--- src/wch_params.svh ---
// Constants for the weld cycle handshake: register offsets, fields, counts.
`ifndef WCH_PARAMS_SVH
`define WCH_PARAMS_SVH
// Register offsets of the controller end (byte addresses).
`define WCH_CTRL_OFS 8'h00
`define WCH_STAT_OFS 8'h04
`define WCH_IRQ_OFS 8'h08
`define WCH_MASK_OFS 8'h0c
// Control register fields of the controller end.
`define WCH_CTRL_START 0
`define WCH_CTRL_ABORT 1
`define WCH_CTRL_ESTOP 2
`define WCH_CTRL_AUTORST 3
`define WCH_CTRL_SINGLE 4
// Interrupt status fields of the controller end.
`define WCH_IRQ_FAULT 0
`define WCH_IRQ_PERMIT 1
`define WCH_IRQ_CLEAR 2
`define WCH_IRQ_READY 3
`define WCH_IRQ_W 4
// Debounce length in clock cycles for every discrete input.
`define WCH_DEB_CYC 4
// Weld, retract, clearance and hardware check times in clock cycles.
`define WCH_WELD_CYC 16
`define WCH_RETRACT_CYC 16
`define WCH_CLEAR_CYC 8
`define WCH_CHECK_CYC 64
// Length of the controller's reset pulse; it must outlast the welder's
// two synchroniser flops plus its debounce time.
`define WCH_RST_PULSE_CYC 8
`endif

--- src/wch_pkg.sv ---
// Types used by the welder end of the weld cycle handshake.
package wch_pkg;
    // Device states.
    typedef enum logic [2:0] {
        WCH_INIT = 3'b000,
        WCH_READY = 3'b001,
        WCH_WELD = 3'b010,
        WCH_RETRACT = 3'b011,
        WCH_FAULT = 3'b100,
        WCH_CHECK = 3'b101
    } wch_state_t;
endpackage

--- src/wch_if.sv ---
// Discrete handshake lines between welder and machine controller.
`timescale 1ns/10ps
`default_nettype none
interface wch_if;
    logic start_a; // First paired start input.
    logic start_b; // Second paired start input.
    logic start_single; // Single start on a user input.
    logic reset_in; // External reset input.
    logic abort_in; // Cycle abort input.
    logic estop_in; // Emergency halt input, high while halted.
    logic ready_out; // Ready for a start.
    logic start_letgo_permit_out; // Start may be released.
    logic fault_alarm_out; // Fault alarm.
    logic stroke_clear_out; // Head past clearance distance.
    modport device (
        input start_a, start_b, start_single, reset_in, abort_in, estop_in,
        output ready_out, start_letgo_permit_out, fault_alarm_out,
        output stroke_clear_out
    );
    modport ctrl (
        output start_a, start_b, start_single, reset_in, abort_in, estop_in,
        input ready_out, start_letgo_permit_out, fault_alarm_out,
        input stroke_clear_out
    );
endinterface
`default_nettype wire

--- src/wch_device.sv ---
// Welder end of the weld cycle handshake.
//
// The AHB-Lite register port and the placing of the registers were decided locally.
`timescale 1ns/10ps
`default_nettype none
`include "wch_params.svh"
module wch_device #(
    parameter int DEB_CYC = `WCH_DEB_CYC,
    parameter int WELD_CYC = `WCH_WELD_CYC,
    parameter int RETRACT_CYC = `WCH_RETRACT_CYC,
    parameter int CLEAR_CYC = `WCH_CLEAR_CYC,
    parameter int CHECK_CYC = `WCH_CHECK_CYC
) (
    // Clock and reset.
    input wire logic clk,
    input wire logic rstn,
    // Handshake lines.
    wch_if.device link,
    // Local configuration and status.
    input wire logic solenoid_mode,
    input wire logic clear_enable,
    input wire logic panel_reset,
    input wire logic weld_fail,
    output logic [2:0] state_out
);
    localparam int NIN = 7;
    // Raw pin vector, two-flop synchroniser and debounced copy.
    logic [NIN-1:0] raw;
    logic [NIN-1:0] sync1_q;
    logic [NIN-1:0] sync2_q;
    logic [NIN-1:0] deb_q;
    logic [NIN-1:0] deb_prev_q;
    logic [7:0] deb_cnt_q [NIN];
    // State machine and timer.
    wch_pkg::wch_state_t state_q;
    logic [15:0] tmr_q;
    // Set when the fault came from an emergency halt.
    logic halted_q;
    // Output registers.
    logic ready_q;
    logic permit_q;
    logic fault_q;
    logic clear_q;
    // Named views of the clean inputs.
    logic start_ok;
    logic rst_edge;
    logic abort_c;
    logic estop_c;

    assign raw = {panel_reset, link.estop_in, link.abort_in,
                  link.reset_in, link.start_single, link.start_b,
                  link.start_a};

    // Two flip-flops before any logic reads a pin.
    always_ff @(posedge clk or negedge rstn)
    begin
        if (!rstn)
        begin
            sync1_q <= '0;
            sync2_q <= '0;
        end
        else
        begin
            sync1_q <= raw;
            sync2_q <= sync1_q;
        end
    end

    // Each input changes only after standing stable for DEB_CYC cycles.
    always_ff @(posedge clk or negedge rstn)
    begin
        if (!rstn)
        begin
            deb_q <= '0;
            deb_prev_q <= '0;
            for (int i = 0; i < NIN; i++)
                deb_cnt_q[i] <= 8'h00;
        end
        else
        begin
            deb_prev_q <= deb_q;
            for (int i = 0; i < NIN; i++)
            begin
                if (sync2_q[i] == deb_q[i])
                    deb_cnt_q[i] <= 8'h00;
                else if (deb_cnt_q[i] == 8'(DEB_CYC - 1))
                begin
                    deb_q[i] <= sync2_q[i];
                    deb_cnt_q[i] <= 8'h00;
                end
                else
                    deb_cnt_q[i] <= deb_cnt_q[i] + 8'h01;
            end
        end
    end

    // Stack-only takes the single start; solenoid needs both paired ones.
    always_comb
    begin
        if (!solenoid_mode)
            start_ok = deb_q[2];
        else
            start_ok = deb_q[0] && deb_q[1];
    end

    // Rising edge of either reset source; a held level gives one edge.
    assign rst_edge = (deb_q[3] && !deb_prev_q[3])
                      || (deb_q[6] && !deb_prev_q[6]);
    assign abort_c = deb_q[4];
    assign estop_c = deb_q[5];

    // Cycle sequencer.
    always_ff @(posedge clk or negedge rstn)
    begin
        if (!rstn)
        begin
            state_q <= wch_pkg::WCH_INIT;
            tmr_q <= 16'h0000;
            halted_q <= 1'b0;
        end
        else if (estop_c && state_q != wch_pkg::WCH_FAULT)
        begin
            // Halt wins everywhere; unit stays down until reset.
            state_q <= wch_pkg::WCH_FAULT;
            halted_q <= 1'b1;
            tmr_q <= 16'h0000;
        end
        else
        begin
            case (state_q)
                wch_pkg::WCH_INIT:
                begin
                    state_q <= wch_pkg::WCH_READY;
                end
                wch_pkg::WCH_READY:
                begin
                    // Only a ready unit begins a cycle.
                    if (start_ok && ready_q)
                    begin
                        state_q <= wch_pkg::WCH_WELD;
                        tmr_q <= 16'h0000;
                    end
                end
                wch_pkg::WCH_WELD:
                begin
                    if (weld_fail)
                        state_q <= wch_pkg::WCH_FAULT;
                    else if (abort_c || tmr_q == 16'(WELD_CYC - 1))
                    begin
                        // Abort retracts at once, no extra checking.
                        state_q <= wch_pkg::WCH_RETRACT;
                        tmr_q <= 16'h0000;
                    end
                    else
                        tmr_q <= tmr_q + 16'h0001;
                end
                wch_pkg::WCH_RETRACT:
                begin
                    if (tmr_q == 16'(RETRACT_CYC - 1))
                        state_q <= wch_pkg::WCH_READY;
                    else
                        tmr_q <= tmr_q + 16'h0001;
                end
                wch_pkg::WCH_FAULT:
                begin
                    // Reset counts only here, while the alarm shows.
                    if (rst_edge && fault_q && !estop_c)
                    begin
                        tmr_q <= 16'h0000;
                        if (halted_q)
                            state_q <= wch_pkg::WCH_CHECK;
                        else
                            state_q <= wch_pkg::WCH_READY;
                    end
                end
                wch_pkg::WCH_CHECK:
                begin
                    // Extra hardware check after an emergency halt.
                    if (tmr_q == 16'(CHECK_CYC - 1))
                    begin
                        state_q <= wch_pkg::WCH_READY;
                        halted_q <= 1'b0;
                    end
                    else
                        tmr_q <= tmr_q + 16'h0001;
                end
                default:
                begin
                    state_q <= wch_pkg::WCH_INIT;
                end
            endcase
        end
    end

    // Outputs follow the state one cycle later, straight from flops; ready also waits for start_ok to drop.
    always_ff @(posedge clk or negedge rstn)
    begin
        if (!rstn)
        begin
            ready_q <= 1'b0;
            permit_q <= 1'b0;
            fault_q <= 1'b0;
        end
        else
        begin
            ready_q <= (state_q == wch_pkg::WCH_READY) && !start_ok
                       || (state_q == wch_pkg::WCH_READY && ready_q);
            permit_q <= (state_q == wch_pkg::WCH_WELD);
            fault_q <= (state_q == wch_pkg::WCH_FAULT);
        end
    end

    // Stroke clear rises partway through the retract, before ready.
    always_ff @(posedge clk or negedge rstn)
    begin
        if (!rstn)
            clear_q <= 1'b0;
        else
            clear_q <= clear_enable
                       && state_q == wch_pkg::WCH_RETRACT
                       && tmr_q >= 16'(CLEAR_CYC);
    end

    assign link.ready_out = ready_q;
    assign link.start_letgo_permit_out = permit_q;
    assign link.fault_alarm_out = fault_q;
    assign link.stroke_clear_out = clear_q;
    assign state_out = state_q;
endmodule
`default_nettype wire

--- src/flat_wrapper.sv ---
// flat-port wrapper written by rule: the top's interface ports become plain ports
module wch_device_flat 
#(
    parameter int DEB_CYC = `WCH_DEB_CYC,
    parameter int WELD_CYC = `WCH_WELD_CYC,
    parameter int RETRACT_CYC = `WCH_RETRACT_CYC,
    parameter int CLEAR_CYC = `WCH_CLEAR_CYC,
    parameter int CHECK_CYC = `WCH_CHECK_CYC
)
  (clk, rstn, solenoid_mode, clear_enable, panel_reset, weld_fail, state_out, link_start_a, link_start_b, link_start_single, link_reset_in, link_abort_in, link_estop_in, link_ready_out, link_start_letgo_permit_out, link_fault_alarm_out, link_stroke_clear_out);
  wch_if link_i ();
  input wire logic clk;
  input wire logic rstn;
  input wire logic solenoid_mode;
  input wire logic clear_enable;
  input wire logic panel_reset;
  input wire logic weld_fail;
  output logic [2:0] state_out;
  input wire logic [$bits(link_i.start_a)-1:0] link_start_a;
  input wire logic [$bits(link_i.start_b)-1:0] link_start_b;
  input wire logic [$bits(link_i.start_single)-1:0] link_start_single;
  input wire logic [$bits(link_i.reset_in)-1:0] link_reset_in;
  input wire logic [$bits(link_i.abort_in)-1:0] link_abort_in;
  input wire logic [$bits(link_i.estop_in)-1:0] link_estop_in;
  output wire logic [$bits(link_i.ready_out)-1:0] link_ready_out;
  output wire logic [$bits(link_i.start_letgo_permit_out)-1:0] link_start_letgo_permit_out;
  output wire logic [$bits(link_i.fault_alarm_out)-1:0] link_fault_alarm_out;
  output wire logic [$bits(link_i.stroke_clear_out)-1:0] link_stroke_clear_out;
  assign link_i.start_a = link_start_a;
  assign link_i.start_b = link_start_b;
  assign link_i.start_single = link_start_single;
  assign link_i.reset_in = link_reset_in;
  assign link_i.abort_in = link_abort_in;
  assign link_i.estop_in = link_estop_in;
  assign link_ready_out = link_i.ready_out;
  assign link_start_letgo_permit_out = link_i.start_letgo_permit_out;
  assign link_fault_alarm_out = link_i.fault_alarm_out;
  assign link_stroke_clear_out = link_i.stroke_clear_out;
  wch_device #(.DEB_CYC(DEB_CYC), .WELD_CYC(WELD_CYC), .RETRACT_CYC(RETRACT_CYC), .CLEAR_CYC(CLEAR_CYC), .CHECK_CYC(CHECK_CYC)) u_core (.clk(clk), .rstn(rstn), .link(link_i), .solenoid_mode(solenoid_mode), .clear_enable(clear_enable), .panel_reset(panel_reset), .weld_fail(weld_fail), .state_out(state_out));
endmodule
--- config.mk ---
export PLATFORM = sky130hd
export DESIGN_NAME = wch_device_flat
export DESIGN_NICKNAME = d
export VERILOG_FILES = /design/src/wch_pkg.sv /design/src/wch_if.sv /design/src/wch_device.sv /design/src/flat_wrapper.sv
export VERILOG_INCLUDE_DIRS = /design/src /design/src/src
export SDC_FILE = /design/constraint.sdc
export NUM_CORES = 1
export LEC_CHECK = 0
export BUFFER_PORTS_ARGS = -buffer_cell sky130_fd_sc_hd__buf_2
export CAP_MARGIN = 10
export CORE_ASPECT_RATIO = 0.8
export CORE_MARGIN = 10
export CORE_UTILIZATION = 45
export CTS_CLUSTER_DIAMETER = 200
export DETAILED_ROUTE_END_ITERATION = 10
export GPL_TIMING_DRIVEN = 0
export PLACE_DENSITY = 0.64
export SETUP_SLACK_MARGIN = 0.4
export SLEW_MARGIN = 20
export SYNTH_ARGS = -nofsm -noshare
export SYNTH_HDL_FRONTEND = slang
export SYNTH_SLANG_ARGS = --single-unit
--- constraint.sdc ---
create_clock -name clk -period 4.8 [get_ports clk]
set_input_delay 1.44 -clock clk [delete_from_list [all_inputs] [get_ports clk]]
set_output_delay 1.44 -clock clk [all_outputs]
set_load 0.03 [all_outputs]
# Word-level counts from Yosys, hierarchy flattened
# Cells that the tools add are included.
[totals]
regBits = 108
inputBits = 12
out_inout_bits = 7
wordCells = 137
[op_classes]
n_lt_le_gt_ge = 1
mux = 35
addsub = 8
bitwise = 7
n_reduce_logical = 32
eq_ne = 30
[ops]
columns = ["operator", "n"]
rows = [
  ["2-to-1 mux 16 bit", 7],
  ["2-to-1 mux 8 bit", 14],
  ["one-hot mux 16 bit (5 select lines)", 1],
  ["adder 8 x 1 -> 8 bit, second input constant", 7],
  ["== test 8 x 2 -> 1 bit, second input constant", 7],
  ["2-to-1 mux 3 bit", 8],
  ["one-hot mux 3 bit (6 select lines)", 1],
  ["adder 16 x 1 -> 16 bit, second input constant", 1],
  ["== test 16 x 4 -> 1 bit, second input constant", 1],
  ["== test 16 x 6 -> 1 bit, second input constant", 1],
  [">= comparator 16 x 4 -> 1 bit, second input constant", 1],
  ["AND reduction 2 bit", 8],
  ["inequality test 3 x 1 -> 1 bit, second input constant", 4],
  ["logical AND 1 bit", 11],
  ["inequality test 3 x 2 -> 1 bit, second input constant", 3],
  ["== test 1 bit", 7],
  ["inverter 1 bit", 7],
  ["== test 3 x 2 -> 1 bit, second input constant", 2],
  ["== test 3 bit, second input constant", 2],
  ["AND reduction 6 bit", 1],
  ["nonzero test 6 bit", 1],
  ["AND reduction 5 bit", 1],
  ["logical NOT 1 bit", 4],
  ["2-to-1 mux 1 bit", 4],
  ["other kinds (6)", 9],
]

# Depth between registers and ports, before layout
[depth]
word_depth = 8
depth_mapped = 7
mapped_depth_nobuf = 6

# Worst setup path before layout
# OpenSTA, ideal clock, no wires.
[synth_timing]
kind = "in2reg"
from = "in solenoid_mode"
to = "reg u_core.tmr_q[10]"
stages = 6
slack_ns = 2.024
setup_time_ns = 0.143
arrival_time_ns = 2.634
t_required_ns = 4.657
n_path_buf = 1
cell_sequence = "nand2b_1 o2111ai_1 o21ai_1 clkbuf_1 a2111oi_0 o22ai_1"
[synth_via]
elab_chain_len = 4
[synth_rtl]
columns = ["element", "line_no", "rtl"]
rows = [
  ["start, declared", "flat_wrapper.sv:14", "input wire logic solenoid_mode;"],
  ["2-to-1 mux 1 bit", "wch_device.sv:100", "if (!solenoid_mode)"],
  ["logical AND 1 bit", "wch_device.sv:138", "if (start_ok && ready_q)"],
  ["inequality test 3 x 1 -> 1 bit (no source line)", "n/a", ""],
  ["AND reduction 6 bit (no source line)", "n/a", ""],
  ["end signal, assigned", "wch_device.sv:155", "tmr_q <= tmr_q + 16'h0001;"],
  ["end signal, assigned", "wch_device.sv:162", "tmr_q <= tmr_q + 16'h0001;"],
  ["end signal, assigned", "wch_device.sv:185", "tmr_q <= tmr_q + 16'h0001;"],
  ["end, declared", "wch_device.sv:36", "logic [15:0] tmr_q;"],
]
# No other way between the ends.
# A chain may end at the register's enable or synchronous reset.

# Final worst setup path
[layout_timing]
from = "reg u_core.tmr_q[9]"
to = "reg u_core.tmr_q[15]"
[layout_via]
elab_chain_len = 6
word_cells_on_any_way = 13
cone_classes = "1 x add/sub; 4 x eq/ne; 6 x mux; 2 x reduce/logical"
[layout_rtl]
columns = ["element"]
rows = [
  ["parallel branches: the longest is 6 deep, another holds adder 16 x 1 -> 16 bit"],
]
# Several ways; the timed one is not identified. The select of a mux whose other input is x is not followed.

==> results.cfg <==
[status]
status = finished, final reports clean

[timing]
tightest_slew_ns = 1.02
timing.final.crit_share_pct = 66.7
fmax_mhz = 312
drv_slew = 0
hold_viol_final = 0
rsz0062_at_grt = false
setup_viol = 0
period_minus_slack_ns = 3.20
skew_ns = 0.0102
setup_tns_ns = 0
maxSlewHeadroom_pct = 31.5

[critical_path]
crit_fanout = 10
cp-end-kind = flip-flop
critPathBufInv = 1
crit_slowest_cell = o41ai_2
path_class = reg -> reg
crit_chain = buf_6 -> or4_4 -> o41ai_2 -> nand2_2 -> a2111oi_0 -> o2bb2ai_1
arrival_ns = 3.41
critPathMaxStageDelay_ns = 0.95
crit_required_ns = 5.01
critPathLaunchType = flip-flop
path_delay_family = compound AO/OA/AOI/OAI gates

[cells_and_area]
final_common_cell = dfrtp_1
syn_to_final_growth_pct = 12.9
finalNetCount = 505
fin_util_pct = 52.4
final_cell_mix = 103 x dfrtp_1, 64 x nor2_1, 41 x nand3_1
num_antenna_cells = 0
drive_gt1_share_pct = 10.7

[detailed_routing]
viasPerCell = 5.44
wl_per_cell_um = 14.4
route.detailed.drc = 0
drt-total-wl_mm = 9.06
first_iter_violations = 251
vias = 3416
final_antenna_net_count = 0
first_pass_iters = 5

[cts]
clkTransAtPathRegs_ns = 0.07
cts_made_buffers = 9
cts.htree.levels = 3
clk_path_buf_depth = 2
clock_latency_ns = 0.35
clock-root-buffer = clkbuf_16
postCtsResizedCells = 0
postCtsSetupBuffers = 0
holdBufCountCts = 0
cts.sinks = 103
cts_tree = built

[power_and_ir_drop]
powerDensity_nw_per_um2 = 508
ir_drop_uv = 232
fin_total_pwr_uw = 2740
leakage_uw = 0.00244

[grt]
grt-ovfl-total = 0
grt_antenna_before_repair = 0
grt_pass1_wl_mm = 16.0
grt_usage_pct = 12.7
grt_max_degree = 64
grt_pass1_vias = 3354

[floorplanning]
fp.dieArea_um2 = 15200
start_util_pct = 46.4
fp.dieH_um = 112
io_pins = 19
rows = 33
coreArea_um2 = 10300
die_w_um = 135

[logic_synthesis]
synthCells = 454
ys_warn_count = 0
yosys.area.top_type_share_pct = 53.8
synth_top_area_cell = dfrtp_1
synth.top_cells.by_area = dfrtp_1 54%, xor2_1 7.1%, nor2_1 5.0%
ys_ff_latch = 103
synth_cell_types = 52
synth_seq_area_share_pct = 53.8
netlist_area_um2 = 4790
syn_nets = 475
avgSynthCellArea_um2 = 10.5

[flow_run]
maxCapViolCount = 0

[placement]
io_buffers = 18
detailed_place_hpwl_mm = 6.34
routabilityCongestion = 0.885

[hold_path]
hold_class = reg -> reg
stage by stage:
step / setup WS, ns / hold slack, ns / instances / instance area (um2)
after floorplan: 2.02 / 0.331 / 454 / 4790
after global placement: 1.17 / 0.333 / 612 / 5050
after detailed placement: 1.51 / 0.337 / 613 / 5090
after CTS: 1.64 / 0.353 / 628 / 5400
after global routing: 1.44 / 0.360 / 628 / 5400
final: 1.60 / 0.350 / 628 / 5400
worst reg2reg max path: stages (launching register included):
cell	delay [ns]
dfrtp_1	0.38
buf_6	0.13
or4_4	0.55
o41ai_2	0.95
nand2_2	0.33
a2111oi_0	0.57
o2bb2ai_1	0.15
layer usage:
metal  track usage [%]  part of all wire (%)
met4              4.51                   1.2
met3              4.10                   5.0
met2              18.4                    45
met1              17.4                    49
met5                 0                     0
synthesized netlist by cell type, drive strengths merged:
master / instances
a31oi: 1
nand3: 41
mux2: 8
o211a: 1
a22o: 4
o211ai: 1
o22ai: 2
dfrtp: 103
a21boi: 1
or3: 3
xor2: 39
nor2: 64
and4: 1
clkbuf: 6
ha: 9
o41a: 1
xnor2: 10
nor4bb: 1
buf: 2
o2111ai: 1
a21oi: 8
o2bb2ai: 3
or3b: 1
or4: 6
and3: 18
a31o: 1
or2: 1
nand2b: 5
nand4: 4
nor3: 12
nand2: 30
nor2b: 5
o21ai: 10
o41ai: 7
inv: 11
a22oi: 1
a2111oi: 4
a2111o: 2
nor4b: 8
and2: 5
mux2i: 2
o32ai: 1
o31ai: 4
o221ai: 1
nor4: 5
layout make-up:
type / instances / area (um2)
fill: 930 / 4920
sequential: 103 / 2580
multi-input combinational: 332 / 2130
clock buffer: 9 / 225
tap: 140 / 175
timing repair buffer: 19 / 124
clock inverter: 6 / 92.6
inverter: 11 / 41.3
buffer: 8 / 38.8
final timing paths:
kind                                    from              endpoint  slack (ns)  cells after the start
setup reg to reg             u_core.tmr_q[9]      u_core.tmr_q[15]        1.60                      6
max in group asynchronous               rstn     u_core.sync2_q[6]        3.18                      2
hold reg to reg            u_core.sync1_q[3]     u_core.sync2_q[3]        0.35                      0
min in group asynchronous               rstn  u_core.deb_cnt_q[34]        1.00                      1
setup / recovery             u_core.tmr_q[9]      u_core.tmr_q[15]        1.60                      6
hold / removal             u_core.sync1_q[3]     u_core.sync2_q[3]        0.35                      0
flip-flops by register name, indices dropped and copies added (netlist names), 2 cells and up:
register	flops
u_core.deb_prev_q	2
u_core.deb_cnt_q	56
u_core.tmr_q	16
u_core.state_out	3
u_core.deb_q	7
u_core.sync2_q	7
u_core.sync1_q	7
logic make-up (layout without fill, tap and decap cells):
logic type | after synthesis | after routing | share of synthesized area (%)
AOI/OAI and AO/OA | 54 | 54 | 8.47
xor gates and xnor gates | 49 | 49 | 8.96
adders and majority gates | 9 | 9 | 2.35
buffers and inverters | 19 | 53 | 1.67
DFF | 103 | 103 | 53.8
muxes | 10 | 10 | 2.38
and+or+nand+nor | 210 | 210 | 22.3
power breakdown:
group | leakage [uW] | internal (uW) | switching, uW
clock | 0.000149 | 457 | 315
sequential | 0.00136 | 1010 | 137
combinational | 0.000933 | 308 | 520
total | 0.00244 | 1770 | 972
Power figures use the tool's default switching activity.
